## src/hw/pfc_pkg.sv

```systemverilog
package pfc_pkg;

  // ----------------------------------------------------------------------------
  // Pin bus geometry and command codes
  // ----------------------------------------------------------------------------
  localparam int ADDR_W = 19;
  localparam int DATA_W = 8;
  localparam int SECTOR_LSB = 12;
  localparam int POLL_BIT = 7;
  localparam int ALT_BIT = 6;

  localparam logic [14:0] UNLOCK_ADDR_A = 15'h5555;
  localparam logic [14:0] UNLOCK_ADDR_B = 15'h2aaa;
  localparam logic [7:0] UNLOCK_DATA_A = 8'haa;
  localparam logic [7:0] UNLOCK_DATA_B = 8'h55;
  localparam logic [7:0] CMD_PROGRAM = 8'ha0;
  localparam logic [7:0] CMD_ERASE_SETUP = 8'h80;
  localparam logic [7:0] CMD_SECTOR_ERASE = 8'h30;
  localparam logic [7:0] CMD_CHIP_ERASE = 8'h10;
  localparam logic [7:0] CMD_ID_ENTRY = 8'h90;
  localparam logic [7:0] CMD_ID_EXIT = 8'hf0;
  localparam logic [ADDR_W-1:0] ID_MAKER_ADDR = 19'h00000;
  localparam logic [ADDR_W-1:0] ID_PART_ADDR = 19'h00001;

  // ----------------------------------------------------------------------------
  // Pin timing at 100 MHz
  // ----------------------------------------------------------------------------
  localparam int CLK_PERIOD_NS = 10;
  localparam int SETUP_NS = 20;
  localparam int STROBE_NS = 40;
  localparam int HOLD_NS = 20;
  localparam int ACCESS_NS = 70;
  localparam int SETTLE_NS = 1000;
  localparam int SETUP_CYC = (SETUP_NS + CLK_PERIOD_NS - 1) / CLK_PERIOD_NS;
  localparam int STROBE_CYC = (STROBE_NS + CLK_PERIOD_NS - 1) / CLK_PERIOD_NS;
  localparam int HOLD_CYC = (HOLD_NS + CLK_PERIOD_NS - 1) / CLK_PERIOD_NS;
  localparam int ACCESS_CYC = (ACCESS_NS + CLK_PERIOD_NS - 1) / CLK_PERIOD_NS + 2;
  localparam int SETTLE_CYC = (SETTLE_NS + CLK_PERIOD_NS - 1) / CLK_PERIOD_NS;
  localparam int CNT_W = 8;

  typedef enum logic [2:0] {
    PFC_OP_READ,
    PFC_OP_PROGRAM,
    PFC_OP_SECTOR_ERASE,
    PFC_OP_CHIP_ERASE,
    PFC_OP_ID_READ,
    PFC_OP_ID_EXIT_SHORT,
    PFC_OP_ID_EXIT_LONG
  } pfc_op_t;

  typedef struct packed {
    pfc_op_t op;
    logic [ADDR_W-1:0] addr;
    logic [DATA_W-1:0] data;
  } pfc_req_t;

  typedef struct packed {
    logic [ADDR_W-1:0] addr;
    logic [DATA_W-1:0] dout;
    logic dout_oe_n;
    logic ce_n;
    logic oe_n;
    logic we_n;
  } pfc_pins_t;

endpackage

```

## src/hw/pfc_ctrl.sv

```systemverilog
`timescale 1ns/1ps
// Summary of operation
// - After completion, reread twice about 1 us later before trusting the full byte.
// - Every byte program is preceded by the three-write unlock sequence.
// - Every erase is preceded by the five-write unlock sequence.
// - The identification exit sequence returns the device to array reads.
// - Sector erase ends with code 30H at the sector address.
// - Chip erase ends with code 10H at address 5555H.
module pfc_ctrl #(
  parameter int SETTLE_CYCLES = pfc_pkg::SETTLE_CYC,
  parameter int POLL_LIMIT = 100000
) (
  input wire logic clk,
  input wire logic rstn,
  input wire logic req_valid,
  input pfc_pkg::pfc_req_t req,
  output logic req_ready,
  output logic rsp_valid,
  output logic [pfc_pkg::DATA_W-1:0] rsp_data,
  output logic rsp_error,
  input wire logic [pfc_pkg::DATA_W-1:0] dq_in,
  output logic [pfc_pkg::DATA_W-1:0] dq_out,
  output logic dq_oe_n,
  output logic [pfc_pkg::ADDR_W-1:0] addr,
  output logic ce_n,
  output logic oe_n,
  output logic we_n
);

  // ----------------------------------------------------------------------------
  // Pin input synchroniser
  // ----------------------------------------------------------------------------
  logic [pfc_pkg::DATA_W-1:0] dq_meta_ff, dq_sync_ff;

  always_ff @(posedge clk) begin
    if (!rstn) begin
      dq_meta_ff <= '0;
      dq_sync_ff <= '0;
    end else begin
      dq_meta_ff <= dq_in;
      dq_sync_ff <= dq_meta_ff;
    end
  end

  // ----------------------------------------------------------------------------
  // Sequencer
  // ----------------------------------------------------------------------------
  typedef enum logic [2:0] {
    PFC_IDLE, PFC_WRITE, PFC_READ, PFC_POLL, PFC_SETTLE, PFC_CONFIRM, PFC_DONE
  } pfc_st_t;

  pfc_st_t st_ff, nxt_st;
  pfc_pkg::pfc_req_t req_ff, nxt_req;
  logic [2:0] step_ff, nxt_step;
  logic [2:0] nwr_ff, nxt_nwr;
  logic [31:0] cnt_ff, nxt_cnt;
  logic [1:0] conf_ff, nxt_conf;
  logic [pfc_pkg::DATA_W-1:0] last_ff, nxt_last;
  logic busy_ff, nxt_busy;
  logic rdy_ff, nxt_rdy;
  logic rv_ff, nxt_rv;
  logic [pfc_pkg::DATA_W-1:0] rd_ff, nxt_rd;
  logic err_ff, nxt_err;

  logic cyc_start, cyc_write, cyc_done;
  logic [pfc_pkg::ADDR_W-1:0] cyc_addr;
  logic [pfc_pkg::DATA_W-1:0] cyc_data, cyc_rdata;
  pfc_pkg::pfc_pins_t cyc_pins;

  // Writes of each command sequence; high address bits are zero in unlock cycles.
  function automatic logic [pfc_pkg::ADDR_W+pfc_pkg::DATA_W-1:0] seq_word(
    input pfc_pkg::pfc_req_t r, input logic [2:0] step);
    logic [14:0] a;
    logic [7:0] d;
    a = (step == 3'd1 || step == 3'd4) ? pfc_pkg::UNLOCK_ADDR_B : pfc_pkg::UNLOCK_ADDR_A;
    d = (step == 3'd1 || step == 3'd4) ? pfc_pkg::UNLOCK_DATA_B : pfc_pkg::UNLOCK_DATA_A;
    if (step == 3'd2) begin
      unique case (r.op)
        pfc_pkg::PFC_OP_PROGRAM: d = pfc_pkg::CMD_PROGRAM;
        pfc_pkg::PFC_OP_ID_READ: d = pfc_pkg::CMD_ID_ENTRY;
        pfc_pkg::PFC_OP_ID_EXIT_LONG: d = pfc_pkg::CMD_ID_EXIT;
        default: d = pfc_pkg::CMD_ERASE_SETUP;
      endcase
    end
    seq_word = {{(pfc_pkg::ADDR_W-15){1'b0}}, a, d};
    if (r.op == pfc_pkg::PFC_OP_PROGRAM && step == 3'd3) begin
      seq_word = {r.addr, r.data};
    end
    if (r.op == pfc_pkg::PFC_OP_SECTOR_ERASE && step == 3'd5) begin
      // Only the sector bits matter to the device; low bits are sent as zero.
      seq_word = {r.addr[pfc_pkg::ADDR_W-1:pfc_pkg::SECTOR_LSB],
                  {pfc_pkg::SECTOR_LSB{1'b0}}, pfc_pkg::CMD_SECTOR_ERASE};
    end
    if (r.op == pfc_pkg::PFC_OP_CHIP_ERASE && step == 3'd5) begin
      seq_word = {{(pfc_pkg::ADDR_W-15){1'b0}}, pfc_pkg::UNLOCK_ADDR_A, pfc_pkg::CMD_CHIP_ERASE};
    end
    if (r.op == pfc_pkg::PFC_OP_ID_EXIT_SHORT) begin
      seq_word = {{pfc_pkg::ADDR_W{1'b0}}, pfc_pkg::CMD_ID_EXIT};
    end
  endfunction

  // Number of writes each operation needs.
  function automatic logic [2:0] seq_len(input pfc_pkg::pfc_op_t op);
    unique case (op)
      pfc_pkg::PFC_OP_PROGRAM: seq_len = 3'd4;
      pfc_pkg::PFC_OP_SECTOR_ERASE, pfc_pkg::PFC_OP_CHIP_ERASE: seq_len = 3'd6;
      pfc_pkg::PFC_OP_ID_READ, pfc_pkg::PFC_OP_ID_EXIT_LONG: seq_len = 3'd3;
      pfc_pkg::PFC_OP_ID_EXIT_SHORT: seq_len = 3'd1;
      default: seq_len = 3'd0;
    endcase
  endfunction

  logic erase_op;
  assign erase_op = req_ff.op == pfc_pkg::PFC_OP_SECTOR_ERASE || req_ff.op == pfc_pkg::PFC_OP_CHIP_ERASE;

  // Poll result is trusted only when the top bit matches and bit six stopped flipping.
  logic poll_ok;
  always_comb begin
    poll_ok = cyc_rdata[pfc_pkg::ALT_BIT] == last_ff[pfc_pkg::ALT_BIT];
    if (erase_op) begin
      poll_ok = poll_ok && cyc_rdata[pfc_pkg::POLL_BIT];
    end else begin
      poll_ok = poll_ok && (cyc_rdata[pfc_pkg::POLL_BIT] == req_ff.data[pfc_pkg::POLL_BIT]);
    end
  end

  always_comb begin
    nxt_st = st_ff;
    nxt_req = req_ff;
    nxt_step = step_ff;
    nxt_nwr = nwr_ff;
    nxt_cnt = cnt_ff;
    nxt_conf = conf_ff;
    nxt_last = last_ff;
    nxt_busy = busy_ff;
    nxt_rdy = 1'b0;
    nxt_rv = 1'b0;
    nxt_rd = rd_ff;
    nxt_err = err_ff;
    cyc_start = 1'b0;
    cyc_write = 1'b0;
    {cyc_addr, cyc_data} = seq_word(req_ff, step_ff);
    unique case (st_ff)
      PFC_IDLE: begin
        nxt_rdy = 1'b1;
        if (req_valid && rdy_ff) begin
          nxt_rdy = 1'b0;
          nxt_req = req;
          nxt_step = '0;
          nxt_nwr = seq_len(req.op);
          nxt_st = (seq_len(req.op) == 3'd0) ? PFC_READ : PFC_WRITE;
        end
      end
      PFC_WRITE: begin
        // Each write is a full cycle; the sequence is never broken by other traffic.
        cyc_start = !busy_ff;
        cyc_write = 1'b1;
        nxt_busy = 1'b1;
        if (cyc_done) begin
          nxt_busy = 1'b0;
          nxt_step = step_ff + 3'd1;
          if (step_ff + 3'd1 == nwr_ff) begin
            nxt_cnt = '0;
            nxt_conf = '0;
            if (req_ff.op == pfc_pkg::PFC_OP_PROGRAM || erase_op) begin
              // Status is valid right after the final strobe, so polling starts at once.
              nxt_st = PFC_POLL;
            end else begin
              nxt_st = (req_ff.op == pfc_pkg::PFC_OP_ID_READ) ? PFC_READ : PFC_DONE;
            end
          end
        end
      end
      PFC_READ: begin
        cyc_start = !busy_ff;
        // ID reads are sent to address 0 or 1 as chosen by the low request bit.
        cyc_addr = (req_ff.op == pfc_pkg::PFC_OP_ID_READ)
                   ? (req_ff.addr[0] ? pfc_pkg::ID_PART_ADDR : pfc_pkg::ID_MAKER_ADDR) : req_ff.addr;
        nxt_busy = 1'b1;
        if (cyc_done) begin
          nxt_busy = 1'b0;
          nxt_rd = cyc_rdata;
          nxt_err = 1'b0;
          nxt_st = PFC_DONE;
        end
      end
      PFC_POLL, PFC_CONFIRM: begin
        // No command and no reset is issued while busy; the device would ignore it.
        cyc_start = !busy_ff;
        cyc_addr = erase_op ? req_ff.addr : req_ff.addr;
        nxt_busy = 1'b1;
        if (cyc_done) begin
          nxt_busy = 1'b0;
          nxt_last = cyc_rdata;
          nxt_cnt = cnt_ff + 32'd1;
          if (st_ff == PFC_POLL) begin
            if (poll_ok && cnt_ff != '0) begin
              nxt_cnt = '0;
              nxt_st = PFC_SETTLE;
            end else if (cnt_ff >= 32'(POLL_LIMIT)) begin
              nxt_err = 1'b1;
              nxt_rd = cyc_rdata;
              nxt_st = PFC_DONE;
            end
          end else begin
            // Two stable reads confirm the end; a mismatch means the race is real.
            nxt_conf = conf_ff + 2'd1;
            nxt_rd = cyc_rdata;
            if (!poll_ok) begin
              nxt_st = PFC_POLL;
            end else if (conf_ff == 2'd1) begin
              nxt_err = 1'b0;
              nxt_st = PFC_DONE;
            end
          end
        end
      end
      PFC_SETTLE: begin
        nxt_cnt = cnt_ff + 32'd1;
        if (cnt_ff >= 32'(SETTLE_CYCLES)) begin
          nxt_cnt = 32'd1;
          nxt_conf = '0;
          nxt_st = PFC_CONFIRM;
        end
      end
      PFC_DONE: begin
        nxt_rv = 1'b1;
        nxt_st = PFC_IDLE;
      end
    endcase
  end

  always_ff @(posedge clk) begin
    if (!rstn) begin
      st_ff <= PFC_IDLE;
      req_ff <= '0;
      step_ff <= '0;
      nwr_ff <= '0;
      cnt_ff <= '0;
      conf_ff <= '0;
      last_ff <= '0;
      busy_ff <= 1'b0;
      rdy_ff <= 1'b0;
      rv_ff <= 1'b0;
      rd_ff <= '0;
      err_ff <= 1'b0;
    end else begin
      st_ff <= nxt_st;
      req_ff <= nxt_req;
      step_ff <= nxt_step;
      nwr_ff <= nxt_nwr;
      cnt_ff <= nxt_cnt;
      conf_ff <= nxt_conf;
      last_ff <= nxt_last;
      busy_ff <= nxt_busy;
      rdy_ff <= nxt_rdy;
      rv_ff <= nxt_rv;
      rd_ff <= nxt_rd;
      err_ff <= nxt_err;
    end
  end

  // ----------------------------------------------------------------------------
  // Pin cycle engine
  // ----------------------------------------------------------------------------
  pfc_cycle u_cycle (
    .clk(clk),
    .rstn(rstn),
    .start(cyc_start),
    .is_write(cyc_write),
    .addr(cyc_addr),
    .wdata(cyc_data),
    .dq_sync(dq_sync_ff),
    .pins(cyc_pins),
    .done(cyc_done),
    .rdata(cyc_rdata)
  );

  // Host drives data only while the gate is high, so it never fights the device.
  assign dq_out = cyc_pins.dout;
  assign dq_oe_n = cyc_pins.dout_oe_n;
  assign addr = cyc_pins.addr;
  assign ce_n = cyc_pins.ce_n;
  assign oe_n = cyc_pins.oe_n;
  assign we_n = cyc_pins.we_n;
  assign req_ready = rdy_ff;
  assign rsp_valid = rv_ff;
  assign rsp_data = rd_ff;
  assign rsp_error = err_ff;

endmodule

```

## src/hw/pfc_cycle.sv

```systemverilog
`timescale 1ns/1ps
// ----------------------------------------------------------------------------
// One bus cycle on the flash pins: a strobed write or a gated read
// ----------------------------------------------------------------------------
module pfc_cycle (
  input wire logic clk,
  input wire logic rstn,
  input wire logic start,
  input wire logic is_write,
  input wire logic [pfc_pkg::ADDR_W-1:0] addr,
  input wire logic [pfc_pkg::DATA_W-1:0] wdata,
  input wire logic [pfc_pkg::DATA_W-1:0] dq_sync,
  output pfc_pkg::pfc_pins_t pins,
  output logic done,
  output logic [pfc_pkg::DATA_W-1:0] rdata
);

  typedef enum logic [1:0] {PFC_C_IDLE, PFC_C_SETUP, PFC_C_STROBE, PFC_C_HOLD} pfc_cst_t;

  pfc_cst_t st_ff, nxt_st;
  logic [pfc_pkg::CNT_W-1:0] cnt_ff, nxt_cnt;
  logic wr_ff, nxt_wr;
  pfc_pkg::pfc_pins_t pins_ff, nxt_pins;
  logic done_ff, nxt_done;
  logic [pfc_pkg::DATA_W-1:0] rdata_ff, nxt_rdata;

  always_comb begin
    nxt_st = st_ff;
    nxt_cnt = cnt_ff;
    nxt_wr = wr_ff;
    nxt_pins = pins_ff;
    nxt_done = 1'b0;
    nxt_rdata = rdata_ff;
    unique case (st_ff)
      PFC_C_IDLE: begin
        if (start) begin
          // Address and data are set up with every strobe high so no stray write can start.
          nxt_wr = is_write;
          nxt_pins.addr = addr;
          nxt_pins.dout = wdata;
          nxt_pins.dout_oe_n = ~is_write;
          nxt_pins.ce_n = 1'b1;
          nxt_pins.oe_n = 1'b1;
          nxt_pins.we_n = 1'b1;
          nxt_cnt = pfc_pkg::CNT_W'(pfc_pkg::SETUP_CYC);
          nxt_st = PFC_C_SETUP;
        end
      end
      PFC_C_SETUP: begin
        nxt_cnt = cnt_ff - 1'b1;
        if (cnt_ff == '0) begin
          nxt_pins.ce_n = 1'b0;
          // Writes keep the output gate high; a low gate would inhibit the write.
          nxt_pins.we_n = ~wr_ff;
          nxt_pins.oe_n = wr_ff;
          // Strobe is held well past 5 ns so the device never filters it away.
          nxt_cnt = pfc_pkg::CNT_W'(wr_ff ? pfc_pkg::STROBE_CYC : pfc_pkg::ACCESS_CYC);
          nxt_st = PFC_C_STROBE;
        end
      end
      PFC_C_STROBE: begin
        nxt_cnt = cnt_ff - 1'b1;
        if (cnt_ff == '0) begin
          if (!wr_ff) begin
            nxt_rdata = dq_sync;
          end
          nxt_pins.we_n = 1'b1;
          nxt_pins.oe_n = 1'b1;
          nxt_pins.ce_n = 1'b1;
          nxt_cnt = pfc_pkg::CNT_W'(pfc_pkg::HOLD_CYC);
          nxt_st = PFC_C_HOLD;
        end
      end
      PFC_C_HOLD: begin
        nxt_cnt = cnt_ff - 1'b1;
        if (cnt_ff == '0) begin
          // Data is released only after the hold count; the device latched it on the strobe's rise.
          nxt_pins.dout_oe_n = 1'b1;
          nxt_done = 1'b1;
          nxt_st = PFC_C_IDLE;
        end
      end
    endcase
  end

  always_ff @(posedge clk) begin
    if (!rstn) begin
      st_ff <= PFC_C_IDLE;
      cnt_ff <= '0;
      wr_ff <= 1'b0;
      pins_ff <= '{addr: '0, dout: '0, dout_oe_n: 1'b1, ce_n: 1'b1, oe_n: 1'b1, we_n: 1'b1};
      done_ff <= 1'b0;
      rdata_ff <= '0;
    end else begin
      st_ff <= nxt_st;
      cnt_ff <= nxt_cnt;
      wr_ff <= nxt_wr;
      pins_ff <= nxt_pins;
      done_ff <= nxt_done;
      rdata_ff <= nxt_rdata;
    end
  end

  assign pins = pins_ff;
  assign done = done_ff;
  assign rdata = rdata_ff;

endmodule

```

## config.mk

```make
export PLATFORM = sky130hd
export DESIGN_NAME = pfc_ctrl
export DESIGN_NICKNAME = d
export VERILOG_FILES = /design/src/hw/pfc_pkg.sv /design/src/hw/pfc_ctrl.sv /design/src/hw/pfc_cycle.sv
export SDC_FILE = /design/constraint.sdc
export NUM_CORES = 1
export LEC_CHECK = 0
export ABC_AREA = 1
export ABC_CLOCK_PERIOD_IN_PS = 2300
export BUFFER_PORTS_ARGS = -buffer_cell sky130_fd_sc_hd__buf_2
export CORE_AREA = 2 2 144 118
export DETAILED_ROUTE_END_ITERATION = 8
export DIE_AREA = 0 0 146 120
export PLACE_DENSITY = 0.69
export SYNTH_ARGS = -nofsm -noshare
export SYNTH_HDL_FRONTEND = slang
export SYNTH_HIERARCHICAL = 1
export SYNTH_SLANG_ARGS = --single-unit
export TNS_END_PERCENT = 100
```

## constraint.sdc

```tcl
create_clock -name clk -period 2.3 [get_ports clk]
set_input_delay 0 -clock clk [delete_from_list [all_inputs] [get_ports clk]]
set_output_delay 0 -clock clk [all_outputs]
set_load 0.005 [all_outputs]
```

==> results of run 1 <==
-- per-layer routing --
metal  track usage (%)  wire length (um)
met5                 0                 0
met4              6.49               267
met3              4.87              1340
met2              34.5              8740
met1              34.3             10300
-- through the flow --
stage	setup slack (ps)	area [sq um]
finish	124	9680
global placement	137	8600
CTS	55.8	9610
detailed placement	60.4	8600
floorplan	385	7890
global route	-7.48	9680
-- timing repair --
action / in CTS / in global routing
buffers inserted: 0 / 3
hold endpoints to repair: 42 / 0
hold buffers: 40 / 0
setup endpoints to repair: 0 / 20
gates resized for setup: 0 / 10
-- sequential cells by signal, indices dropped and copies added, names as in the netlist --
name,cells
cnt_ff,32
u_cycle/pins,31
req_ff,30
dq_meta_ff,8
dq_sync_ff,8
rsp_data,8
u_cycle/cnt_ff,8
u_cycle/rdata,8
nwr_ff,3
st_ff,3
step_ff,3
conf_ff,2
u_cycle/st_ff,2
busy_ff,1
last_ff,1
req_ready,1
rsp_error,1
rsp_valid,1
u_cycle/done,1
u_cycle/wr_ff,1
-- worst min-delay path by stage --
stage          depth (start not counted)  slack, ps                            to
2_1_floorplan                          2        100      dq_meta_ff[0]$_SDFF_PN0_
3_3_place_gp                           3        180      dq_meta_ff[5]$_SDFF_PN0_
3_5_place_dp                           3        190      dq_meta_ff[6]$_SDFF_PN0_
4_1_cts                                3        100  u_cycle/pins[1]$_SDFFE_PN1P_
5_1_grt                                3        120  u_cycle/pins[2]$_SDFFE_PN1P_
6_report                               3         90  u_cycle/pins[1]$_SDFFE_PN1P_
-- worst max-delay path, cell delays in order, from the launching register on --
cell	delay [ps]
dfxtp_1	360
inv_1	90
ha_1	200
nand2_1	140
inv_1	70
a31oi_1	270
nand2_1	110
nor2_1	240
nand2_1	260
a21oi_1	190
o21ai_0	100
nor2_1	100
-- cell usage after synthesis, types with 5 or more instances --
master    count
nand2_1     248
a21oi_2       6
clkbuf_1     22
o21ai_1      18
inv_2        29
nand3_1      72
inv_1       136
nand4_1      14
buf_2         8
nand3_2       5
nor2_1      181
nor3_1       14
xor2_1       17
nand2_2       7
dfxtp_1     153
nor2_4        7
a21oi_1      91
nor2_2        9
ha_1         14
o21ai_0      96
-- cell type report --
type	instances	area [sq um]
inverters	166	626
flip-flops and latches	153	3060
repair buffers	147	1010
clock inverters	14	175
well taps	220	275
clock buffers	18	439
fillers	1557	6510
multi-input cells	830	4090
-- power groups by stage --
| stage | combinational [mW] | clock [mW] | sequential (mW) |
|---|---|---|---|
| floorplan | 2.99 | 0 | 3.55 |
| global placement | 3.95 | 0 | 3.57 |
| detailed placement | 3.99 | 0 | 3.58 |
| CTS | 4.08 | 2.96 | 3.53 |
| global route | 4.72 | 3.08 | 3.60 |
| finish | 4.22 | 2.93 | 3.53 |
-- kinds of logic after synthesis --
kind of cell / Yosys count
AND/OR/NAND/NOR: 567
AO/OA/AOI/OAI: 228
buffers and inverters: 201
flip-flops: 153
XOR/XNOR: 20
adder cells (fa/ha/maj): 14
==> impl_table.tex, run 1 <==
\begin{tabular}{lr}
\hline
Metric & Value \\
\hline
\multicolumn{2}{l}{\textbf{Placement}} \\
Placed wire-length estimate & 14100 um \\
Number of port buffers & 82 \\
Number of cells in the design after placement & 1472 \\
Placer's final routability congestion estimate & 0.897 \\
\multicolumn{2}{l}{\textbf{Clock tree}} \\
Worst skew pair latency & 430 ps \\
Count of clock tree sinks & 153 \\
Longest Clk Path Bufs & 2 \\
Root cell of the clock tree & clkbuf\_16 \\
CTS H-tree lvls & 4 \\
CTS tree & done \\
Clock-pin transition on the worst setup and hold timing paths & 60 ps \\
Cts bufs inserted & 17 \\
\multicolumn{2}{l}{\textbf{Drt}} \\
Count of antenna-violating nets left after detailed routing & 0 \\
Total length of routed wires & 20600 um \\
Routed len/inst & 13.3 um \\
DR DRC count & 0 \\
Iter 0 DRT Violations & 757 \\
Vias post-DR & 7822 \\
Pre-antenna DRT Iters & 5 \\
Routed vias/inst & 5.05 \\
\multicolumn{2}{l}{\textbf{GRT}} \\
Number of global-route vias before repair & 6880 \\
Global-route wire length before repair & 33500 um \\
Total routing usage reported by global routing & 23.3\% \\
Total overflow reported by the global router & 0 \\
Pin count of the biggest net entering global routing & 107 \\
Number of antenna violations at the first check in global routing & 1 \\
\multicolumn{2}{l}{\textbf{Synth}} \\
Proportion of synthesized chip area in sequential cells & 38.8\% \\
EDFF count, synth & 0 \\
Dominant combinational cell family by area after synthesis & simple AND/OR/NAND/NOR gates \\
Share of synthesized registers carrying an async set or reset & 0\% \\
Xor/xnor cell area share of the yosys netlist & 2.22\% \\
Proportion of synthesized area in mux cells & 0\% \\
Area fraction of the dominant cell type after synthesis & 38.8\% \\
Adder and majority gate portion of the synthesized area & 2.22\% \\
Synth Area in Simple Gates & 31.4\% \\
Leading cell types by total area after synthesis & dfxtp\_1 (39\%), nand2\_1 (12\%), nor2\_1 (8.6\%) \\
Area leader, netlist & dfxtp\_1 \\
Number of distinct library cell variants in the gate-level netlist after synthesis & 41 \\
Synthesis-stage register bit count & 153 \\
Area fraction in compound gates after synthesis & 15.5\% \\
Yosys synthesis warning count & 6 \\
Net count of the mapped netlist & 1238 \\
Number of instances in the synthesized netlist & 1183 \\
Ys flop type & dfxtp\_1 \\
Mean post-synth cell area & 6.67 sq um \\
Netlist Area Pre-Place & 0.00789 sq mm \\
\multicolumn{2}{l}{\textbf{Timing}} \\
Worst rel slew slack & 58.8\% \\
Fin crit period & 2180 ps \\
Highest attainable clock frequency & 0.459 GHz \\
Worst Max-Slew Pin Slew & 617 ps \\
Clock skew & 10.7 ps \\
Setup TNS & 0 ps \\
Max Slew Vio Count & 0 \\
Final hold viol count & 0 \\
Setup violations, final & 0 \\
Share of the clock period used by the worst path after layout & 94.6\% \\
Worst hold slack after final layout & 91.0 ps \\
\multicolumn{2}{l}{\textbf{Pwr}} \\
Switching part of the total power & 40.6\% \\
Worst IR Drop VDD & 598 uV \\
Leakage power total & 4.42 nW \\
Power Internal & 6.35 mW \\
Power share of the combinational group & 39.5\% \\
Part of the power in registers & 33.1\% \\
Clock power frac & 27.4\% \\
Design Power & 10.7 mW \\
Switching pwr & 4.34 mW \\
Pwr dens & 1100 mW/mm\^{}2 \\
\multicolumn{2}{l}{\textbf{Worst setup path}} \\
Arrival time reported for the critical path endpoint & 2540 ps \\
Data required, critical path & 2660 ps \\
Last element of the critical path & u\_cycle/pins[13]\$\_SDFFE\_PN0P\_ \\
Maximum fanout count along the critical path & 6 \\
Critical Path Start & step\_ff[1]\$\_SDFFE\_PN0P\_ \\
Register-to-register setup slack & 120 ps \\
Worst setup SP type & flop \\
Worst R2R End & u\_cycle/pins[13]\$\_SDFFE\_PN0P\_ \\
Worst flop-to-flop path startpoint & step\_ff[1]\$\_SDFFE\_PN0P\_ \\
Critical path capture point type & flop \\
Startpoint-to-endpoint class of the critical path & reg -> reg \\
R2R depth & 11 \\
\multicolumn{2}{l}{\textbf{Worst hold path}} \\
Class of the worst hold path & in -> reg \\
Worst min-delay path startpoint & rstn \\
\multicolumn{2}{l}{\textbf{Layout}} \\
Final core area utilization & 59.8\% \\
Ratio of cells with drive above 1 in the final layout & 16.5\% \\
Commonest cells after routing, fill and taps aside & nand2\_1 (246), nor2\_1 (178), dfxtp\_1 (152) \\
Net count reported at finish & 1370 \\
Antenna fix cells & 0 \\
Non-filler instance count after layout & 1548 \\
Most common cell after layout, fill and taps aside & nand2\_1 \\
Area delta synth->final & 22.6\% \\
\multicolumn{2}{l}{\textbf{Floorplanning}} \\
Vertical extent of the die & 120 um \\
Starting density of the core & 48.7\% \\
Floorplan die area & 0.0175 sq mm \\
Io pins & 83 \\
Area inside the core boundary & 0.0162 sq mm \\
Die span in x & 146 um \\
Placement row count & 42 \\
\multicolumn{2}{l}{\textbf{Run status}} \\
Run status & finished, final reports clean \\
\multicolumn{2}{l}{\textbf{Run}} \\
Max-capacitance violation count & 0 \\
\hline
\end{tabular}
(Power assumes the default switching activity.)
==> run 2, diff against run 1 <==
--- a/config.mk
+++ b/config.mk
@@ -11,6 +11,7 @@
 export CORE_AREA = 2 2 144 118
 export DETAILED_ROUTE_END_ITERATION = 8
 export DIE_AREA = 0 0 146 120
+export MAX_ROUTING_LAYER = met4
 export PLACE_DENSITY = 0.69
 export SYNTH_ARGS = -nofsm -noshare
 export SYNTH_HDL_FRONTEND = slang
==> impl_table.tex, run 2 (same netlist as run 1, synthesis figures left out) <==
\begin{tabular}{lr}
\hline
Metric & Value \\
\hline
\multicolumn{2}{l}{\textbf{Layout}} \\
Antenna fix cells & 0 \\
Storage element area & 0.00306 sq mm \\
Commonest cells after routing, fill and taps aside & nand2\_1 (245), nor2\_1 (176), dfxtp\_1 (152) \\
Layout fillers & 1552 \\
Max reg flops & 32 \\
Area delta synth->final & 22.2\% \\
Register containing the most flip-flops in the final layout & cnt\_ff \\
Ratio of cells with drive above 1 in the final layout & 16.6\% \\
Net count reported at finish & 1368 \\
Multi-input logic area & 0.00409 sq mm \\
Most common cell after layout, fill and taps aside & nand2\_1 \\
\multicolumn{2}{l}{\textbf{Worst hold path}} \\
Worst Hold Path Cells & 3 \\
Class of the worst hold path & in -> reg \\
Worst Hold Path EP & u\_cycle/pins[2]\$\_SDFFE\_PN1P\_ \\
Worst min-delay path startpoint & rstn \\
\multicolumn{2}{l}{\textbf{Worst setup path}} \\
Data required, critical path & 2670 ps \\
Startpoint-to-endpoint class of the critical path & reg -> reg \\
R2R depth & 11 \\
Worst setup SP type & flop \\
Register-to-register setup slack & 140 ps \\
Critical path capture point type & flop \\
Cell with the biggest individual delay on the critical path & dfxtp\_1 \\
Delay of the slowest critical-path stage & 380 ps \\
CP top delay family & compound AO/OA/AOI/OAI gates \\
CP cell instances & inv\_1 -> ha\_1 -> nand2\_1 -> inv\_1 -> a31oi\_1 -> nand2\_1 -> inv\_1 -> nand2\_1 -> a21oi\_1 -> o21ai\_0 -> nor2\_1 \\
Worst flop-to-flop path startpoint & step\_ff[1]\$\_SDFFE\_PN0P\_ \\
Worst R2R End & u\_cycle/pins[5]\$\_SDFFE\_PN0P\_ \\
Maximum fanout count along the critical path & 3 \\
Arrival time reported for the critical path endpoint & 2520 ps \\
Number of buffers and inverters on the critical path & 3 \\
\multicolumn{2}{l}{\textbf{Timing}} \\
Setup violations, final & 0 \\
Setup TNS & 0 ps \\
Clock skew & 8.74 ps \\
Worst hold slack after final layout & 106 ps \\
Max Slew Vio Count & 0 \\
Worst Max-Slew Pin Slew & 600 ps \\
Fin crit period & 2160 ps \\
Unrepaired setup endpoints after global routing & no \\
Final hold viol count & 0 \\
Worst rel slew slack & 59.9\% \\
Highest attainable clock frequency & 0.463 GHz \\
Share of the clock period used by the worst path after layout & 93.9\% \\
\multicolumn{2}{l}{\textbf{Pwr}} \\
Power share of the combinational group & 40.0\% \\
Switching pwr & 4.42 mW \\
Worst IR Drop VDD & 651 uV \\
Switching part of the total power & 41.8\% \\
Power Internal & 6.15 mW \\
Part of the power in registers & 33.4\% \\
Clock power frac & 26.6\% \\
Pwr dens & 1100 mW/mm\^{}2 \\
Leakage power total & 4.41 nW \\
\multicolumn{2}{l}{\textbf{GRT}} \\
Pin count of the biggest net entering global routing & 107 \\
Number of global-route vias before repair & 7143 \\
Total routing usage reported by global routing & 24.4\% \\
Number of antenna violations at the first check in global routing & 0 \\
Total overflow reported by the global router & 0 \\
Global-route wire length before repair & 34100 um \\
\multicolumn{2}{l}{\textbf{Floorplanning}} \\
Io pins & 83 \\
Floorplan die area & 0.0175 sq mm \\
Vertical extent of the die & 120 um \\
Placement row count & 42 \\
Die span in x & 146 um \\
Area inside the core boundary & 0.0162 sq mm \\
Starting density of the core & 48.7\% \\
\multicolumn{2}{l}{\textbf{Drt}} \\
Vias post-DR & 7801 \\
Pre-antenna DRT Iters & 5 \\
Total length of routed wires & 20600 um \\
Routed len/inst & 13.3 um \\
DR DRC count & 0 \\
Count of antenna-violating nets left after detailed routing & 0 \\
Routed vias/inst & 5.05 \\
Iter 0 DRT Violations & 615 \\
\multicolumn{2}{l}{\textbf{Clock tree}} \\
Worst skew pair latency & 430 ps \\
CTS H-tree lvls & 4 \\
CTS tree & done \\
Longest Clk Path Bufs & 2 \\
Root cell of the clock tree & clkbuf\_16 \\
Count of clock tree sinks & 153 \\
Cts bufs inserted & 17 \\
Clock-pin transition on the worst setup and hold timing paths & 70 ps \\
\multicolumn{2}{l}{\textbf{Run}} \\
Max-capacitance violation count & 0 \\
\multicolumn{2}{l}{\textbf{Placement}} \\
Number of port buffers & 82 \\
Placed wire-length estimate & 14100 um \\
Placer's final routability congestion estimate & 0.879 \\
\multicolumn{2}{l}{\textbf{Run status}} \\
Run status & finished, final reports clean \\
\hline
\end{tabular}
-- run 2: cell types whose count changed in the layout (fill, tap and decap cells not counted) --
cell | previous run | this run
buf_4 | 24 | 22
nor2_2 | 11 | 13
nor2_1 | 178 | 176
inv_2 | 28 | 27
inv_8 | 2 | 5
clkinv_8 | 1 | 2
clkinvlp_4 | 2 | 1
clkinv_4 | 2 | 1
nand2_1 | 246 | 245
bufinv_16 | 2 | 0
inv_4 | 1 | 2
nand2_2 | 8 | 9
-- run 2: layer usage --
layer | track usage (%) | wire (um) | share of wire [%]
met1 | 35.1 | 10400 | 50
met2 | 34.6 | 8650 | 42
met3 | 4.79 | 1280 | 6.2
met4 | 7.65 | 300 | 1.5
met5 | - | 0 | 0
-- run 2: cell type report --
type                       instances  share of cell area (%)
timing repair buffer             145                    10.3
clock buffer                      18                    4.55
inverter                         166                    6.51
sequential                       153                    31.8
clock inverter                    14                    1.54
tap                              220                    2.85
multi-input combinational        830                    42.4
-- run 2: power by group through the flow --
| stage | combinational, mW | sequential [mW] | clock [mW] |
|---|---|---|---|
| 2_1_floorplan | 2.99 | 3.55 | 0 |
| 3_3_place_gp | 3.96 | 3.57 | 0 |
| 3_5_place_dp | 4.00 | 3.58 | 0 |
| 4_1_cts | 4.09 | 3.53 | 2.84 |
| 5_1_grt | 4.78 | 3.59 | 2.96 |
| 6_report | 4.23 | 3.53 | 2.81 |
-- run 2: how the worst max path moves through the flow --
stage,start,to,slack (ps),depth (start not counted)
3_3_place_gp,step_ff[0]$_SDFFE_PN0P_,cnt_ff[13]$_SDFFE_PN0P_,150,13
5_1_grt,step_ff[1]$_SDFFE_PN0P_,cnt_ff[23]$_SDFFE_PN0P_,7,13
4_1_cts,step_ff[0]$_SDFFE_PN0P_,cnt_ff[13]$_SDFFE_PN0P_,100,13
3_5_place_dp,step_ff[0]$_SDFFE_PN0P_,cnt_ff[13]$_SDFFE_PN0P_,100,13
6_report,step_ff[1]$_SDFFE_PN0P_,u_cycle/pins[5]$_SDFFE_PN0P_,140,11
2_1_floorplan,step_ff[0]$_SDFFE_PN0P_,cnt_ff[20]$_SDFFE_PN0P_,380,12
-- run 2: repair_timing --
item                                    4_1_cts  5_1_grt
resized for setup                             0       15
hold buffers                                 40        0
setup buffers                                 0        2
endpoints found under the hold margin        42        0
endpoints found under the setup margin        0       37
-- run 2: worst min-delay path, cell delays in order --
cell and delay (ps):
buf_2 130, buf_12 220, nand3_1 130
-- run 2: metrics by stage --
step / total power [mW] / cells / util [%] / cell area, sq um / setup slack (ps)
global route: 11.3 / 1546 / 59.6 / 9650 / 6.72
finish: 10.6 / 1546 / 59.6 / 9650 / 141
global placement: 7.53 / 1472 / 53.1 / 8600 / 152
detailed placement: 7.59 / 1472 / 53.1 / 8600 / 104
floorplan: 6.53 / 1183 / - / 7890 / 385
CTS: 10.5 / 1544 / 59.2 / 9580 / 95.0
==> run 3, diff against run 2 <==
--- a/config.mk
+++ b/config.mk
@@ -8,9 +8,10 @@
 export ABC_AREA = 1
 export ABC_CLOCK_PERIOD_IN_PS = 2300
 export BUFFER_PORTS_ARGS = -buffer_cell sky130_fd_sc_hd__buf_2
-export CORE_AREA = 2 2 144 118
+export CORE_AREA = 2 2 149 114
 export DETAILED_ROUTE_END_ITERATION = 8
-export DIE_AREA = 0 0 146 120
+export DIE_AREA = 0 0 151 116
+export HOLD_SLACK_MARGIN = 0.08
 export MAX_ROUTING_LAYER = met4
 export PLACE_DENSITY = 0.69
 export SYNTH_ARGS = -nofsm -noshare
==> impl_table.tex, run 3 (same netlist as run 1, synthesis figures left out) <==
\begin{tabular}{lr}
\hline
Metric & Value \\
\hline
\multicolumn{2}{l}{\textbf{Timing}} \\
Final hold viol count & 0 \\
Share of the clock period used by the worst path after layout & 91.5\% \\
Setup violations, final & 0 \\
Worst Max-Slew Pin Slew & 528 ps \\
Unrepaired setup endpoints after global routing & no \\
Worst rel slew slack & 64.5\% \\
Max Slew Vio Count & 0 \\
Fin crit period & 2110 ps \\
Setup TNS & 0 ps \\
Clock skew & 9.08 ps \\
Highest attainable clock frequency & 0.475 GHz \\
\multicolumn{2}{l}{\textbf{Worst setup path}} \\
Startpoint-to-endpoint class of the critical path & reg -> reg \\
Worst R2R End & u\_cycle/pins[13]\$\_SDFFE\_PN0P\_ \\
Arrival time reported for the critical path endpoint & 2470 ps \\
Data required, critical path & 2660 ps \\
Critical path capture point type & flop \\
Maximum fanout count along the critical path & 6 \\
Critical Path Start & step\_ff[1]\$\_SDFFE\_PN0P\_ \\
R2R depth & 12 \\
Worst setup SP type & flop \\
Worst flop-to-flop path startpoint & step\_ff[1]\$\_SDFFE\_PN0P\_ \\
Register-to-register setup slack & 190 ps \\
\multicolumn{2}{l}{\textbf{Drt}} \\
Total length of routed wires & 20400 um \\
Routed len/inst & 13.3 um \\
Routed vias/inst & 5.08 \\
Vias post-DR & 7797 \\
Iter 0 DRT Violations & 626 \\
Pre-antenna DRT Iters & 5 \\
DR DRC count & 0 \\
Count of antenna-violating nets left after detailed routing & 0 \\
\multicolumn{2}{l}{\textbf{Layout}} \\
Ratio of cells with drive above 1 in the final layout & 16.0\% \\
Net count reported at finish & 1367 \\
Most common cell after layout, fill and taps aside & nand2\_1 \\
Area delta synth->final & 21.5\% \\
Register containing the most flip-flops in the final layout & cnt\_ff \\
Final core area utilization & 60.2\% \\
Antenna fix cells & 0 \\
Max reg flops & 32 \\
Commonest cells after routing, fill and taps aside & nand2\_1 (246), nor2\_1 (180), dfxtp\_1 (152) \\
\multicolumn{2}{l}{\textbf{GRT}} \\
Total routing usage reported by global routing & 24.6\% \\
Number of global-route vias before repair & 6915 \\
Pin count of the biggest net entering global routing & 59 \\
Global-route wire length before repair & 33600 um \\
Number of antenna violations at the first check in global routing & 0 \\
Total overflow reported by the global router & 0 \\
\multicolumn{2}{l}{\textbf{Pwr}} \\
Power share of the combinational group & 40.0\% \\
Leakage power total & 4.38 nW \\
Part of the power in registers & 34.0\% \\
Clock power frac & 26.0\% \\
Worst IR Drop VDD & 694 uV \\
Switching pwr & 4.24 mW \\
Power Internal & 6.21 mW \\
Switching part of the total power & 40.6\% \\
Design Power & 10.4 mW \\
Pwr dens & 1090 mW/mm\^{}2 \\
\multicolumn{2}{l}{\textbf{Clock tree}} \\
Longest Clk Path Bufs & 2 \\
CTS tree & done \\
Worst skew pair latency & 420 ps \\
Root cell of the clock tree & clkbuf\_16 \\
Clock-pin transition on the worst setup and hold timing paths & 60 ps \\
Cts bufs inserted & 17 \\
Count of clock tree sinks & 153 \\
CTS H-tree lvls & 4 \\
\multicolumn{2}{l}{\textbf{Worst hold path}} \\
Worst Hold Path Cells & 4 \\
Class of the worst hold path & in -> reg \\
Worst min-delay path startpoint & dq\_in[4] \\
Worst Hold Path EP & dq\_meta\_ff[4]\$\_SDFF\_PN0\_ \\
\multicolumn{2}{l}{\textbf{Floorplanning}} \\
Area inside the core boundary & 0.0159 sq mm \\
Die span in x & 151 um \\
Starting density of the core & 49.6\% \\
Placement row count & 40 \\
Vertical extent of the die & 116 um \\
Io pins & 83 \\
Floorplan die area & 0.0175 sq mm \\
\multicolumn{2}{l}{\textbf{Placement}} \\
Number of port buffers & 82 \\
Placer's final routability congestion estimate & 0.939 \\
Placed wire-length estimate & 14100 um \\
\multicolumn{2}{l}{\textbf{Run status}} \\
Run status & finished, final reports clean \\
\multicolumn{2}{l}{\textbf{Run}} \\
Max-capacitance violation count & 0 \\
\hline
\end{tabular}
[run 3: cell types whose count changed in the layout (fill, tap and decap cells not counted), moves of 2 or more]
cell	change
nor2_1	+4
inv_8	-3
nor2_2	-3
clkinv_8	-2
clkinvlp_4	+2
inv_2	+2
inv_4	-2
[run 3: cell type report]
| cell class | count | area (sq um) |
|---|---|---|
| well taps | 210 | 263 |
| inverters | 166 | 623 |
| clock buffers | 18 | 429 |
| flip-flops and latches | 153 | 3060 |
| multi-input cells | 829 | 4060 |
| repair buffers | 145 | 1010 |
| fillers | 1512 | 6330 |
| clock inverters | 13 | 136 |
[run 3: worst max path at each step]
stage	to	cells past startpoint
3_5_place_dp	cnt_ff[20]$_SDFFE_PN0P_	12
2_1_floorplan	cnt_ff[20]$_SDFFE_PN0P_	12
3_3_place_gp	cnt_ff[23]$_SDFFE_PN0P_	12
4_1_cts	cnt_ff[20]$_SDFFE_PN0P_	12
6_report	u_cycle/pins[13]$_SDFFE_PN0P_	12
5_1_grt	cnt_ff[23]$_SDFFE_PN0P_	14
[run 3: layer usage]
metal  vias up  routed length, um  GRT usage (%)
met3        24               1090           4.49
met2       227               8310           34.1
met4         0                288           7.04
met5         -                  0              -
met1      3507              10700           36.3
li1       4039                  -              -
[run 3: worst max-delay path, stage by stage, from the launching register on]
cell	delay, ps
dfxtp_1	360
inv_1	80
ha_1	200
nand2_1	90
inv_1	60
a31oi_1	250
nand2_1	140
nor2_1	220
nor2_1	80
buf_4	180
a21oi_2	170
o21ai_0	120
nor2_1	100
[run 3: stage by stage]
stage / setup WS (ps) / hold WS (ps) / cell area [sq um] / cells
final: 194 / 290 / 9590 / 1534
after CTS: 59.6 / 269 / 9550 / 1533
after floorplan: 385 / 97.6 / 7890 / 1183
after global routing: 9.02 / 292 / 9590 / 1534
after detailed placement: 67.3 / 186 / 8580 / 1461
after global placement: 116 / 183 / 8580 / 1461
[run 3: timing repair]
item                       in CTS  in global routing
hold buffers                   41                  0
setup buffers                   0                  1
resized for setup               0                  5
setup endpoints to repair       0                 29
hold endpoints to repair       45                  0
[run 3: power groups by stage]
stage	clock [mW]	combinational, mW	sequential [mW]
2_1_floorplan	0	2.99	3.55
3_3_place_gp	0	3.98	3.58
3_5_place_dp	0	4.02	3.60
4_1_cts	2.78	4.09	3.55
5_1_grt	2.88	4.76	3.61
6_report	2.72	4.18	3.55
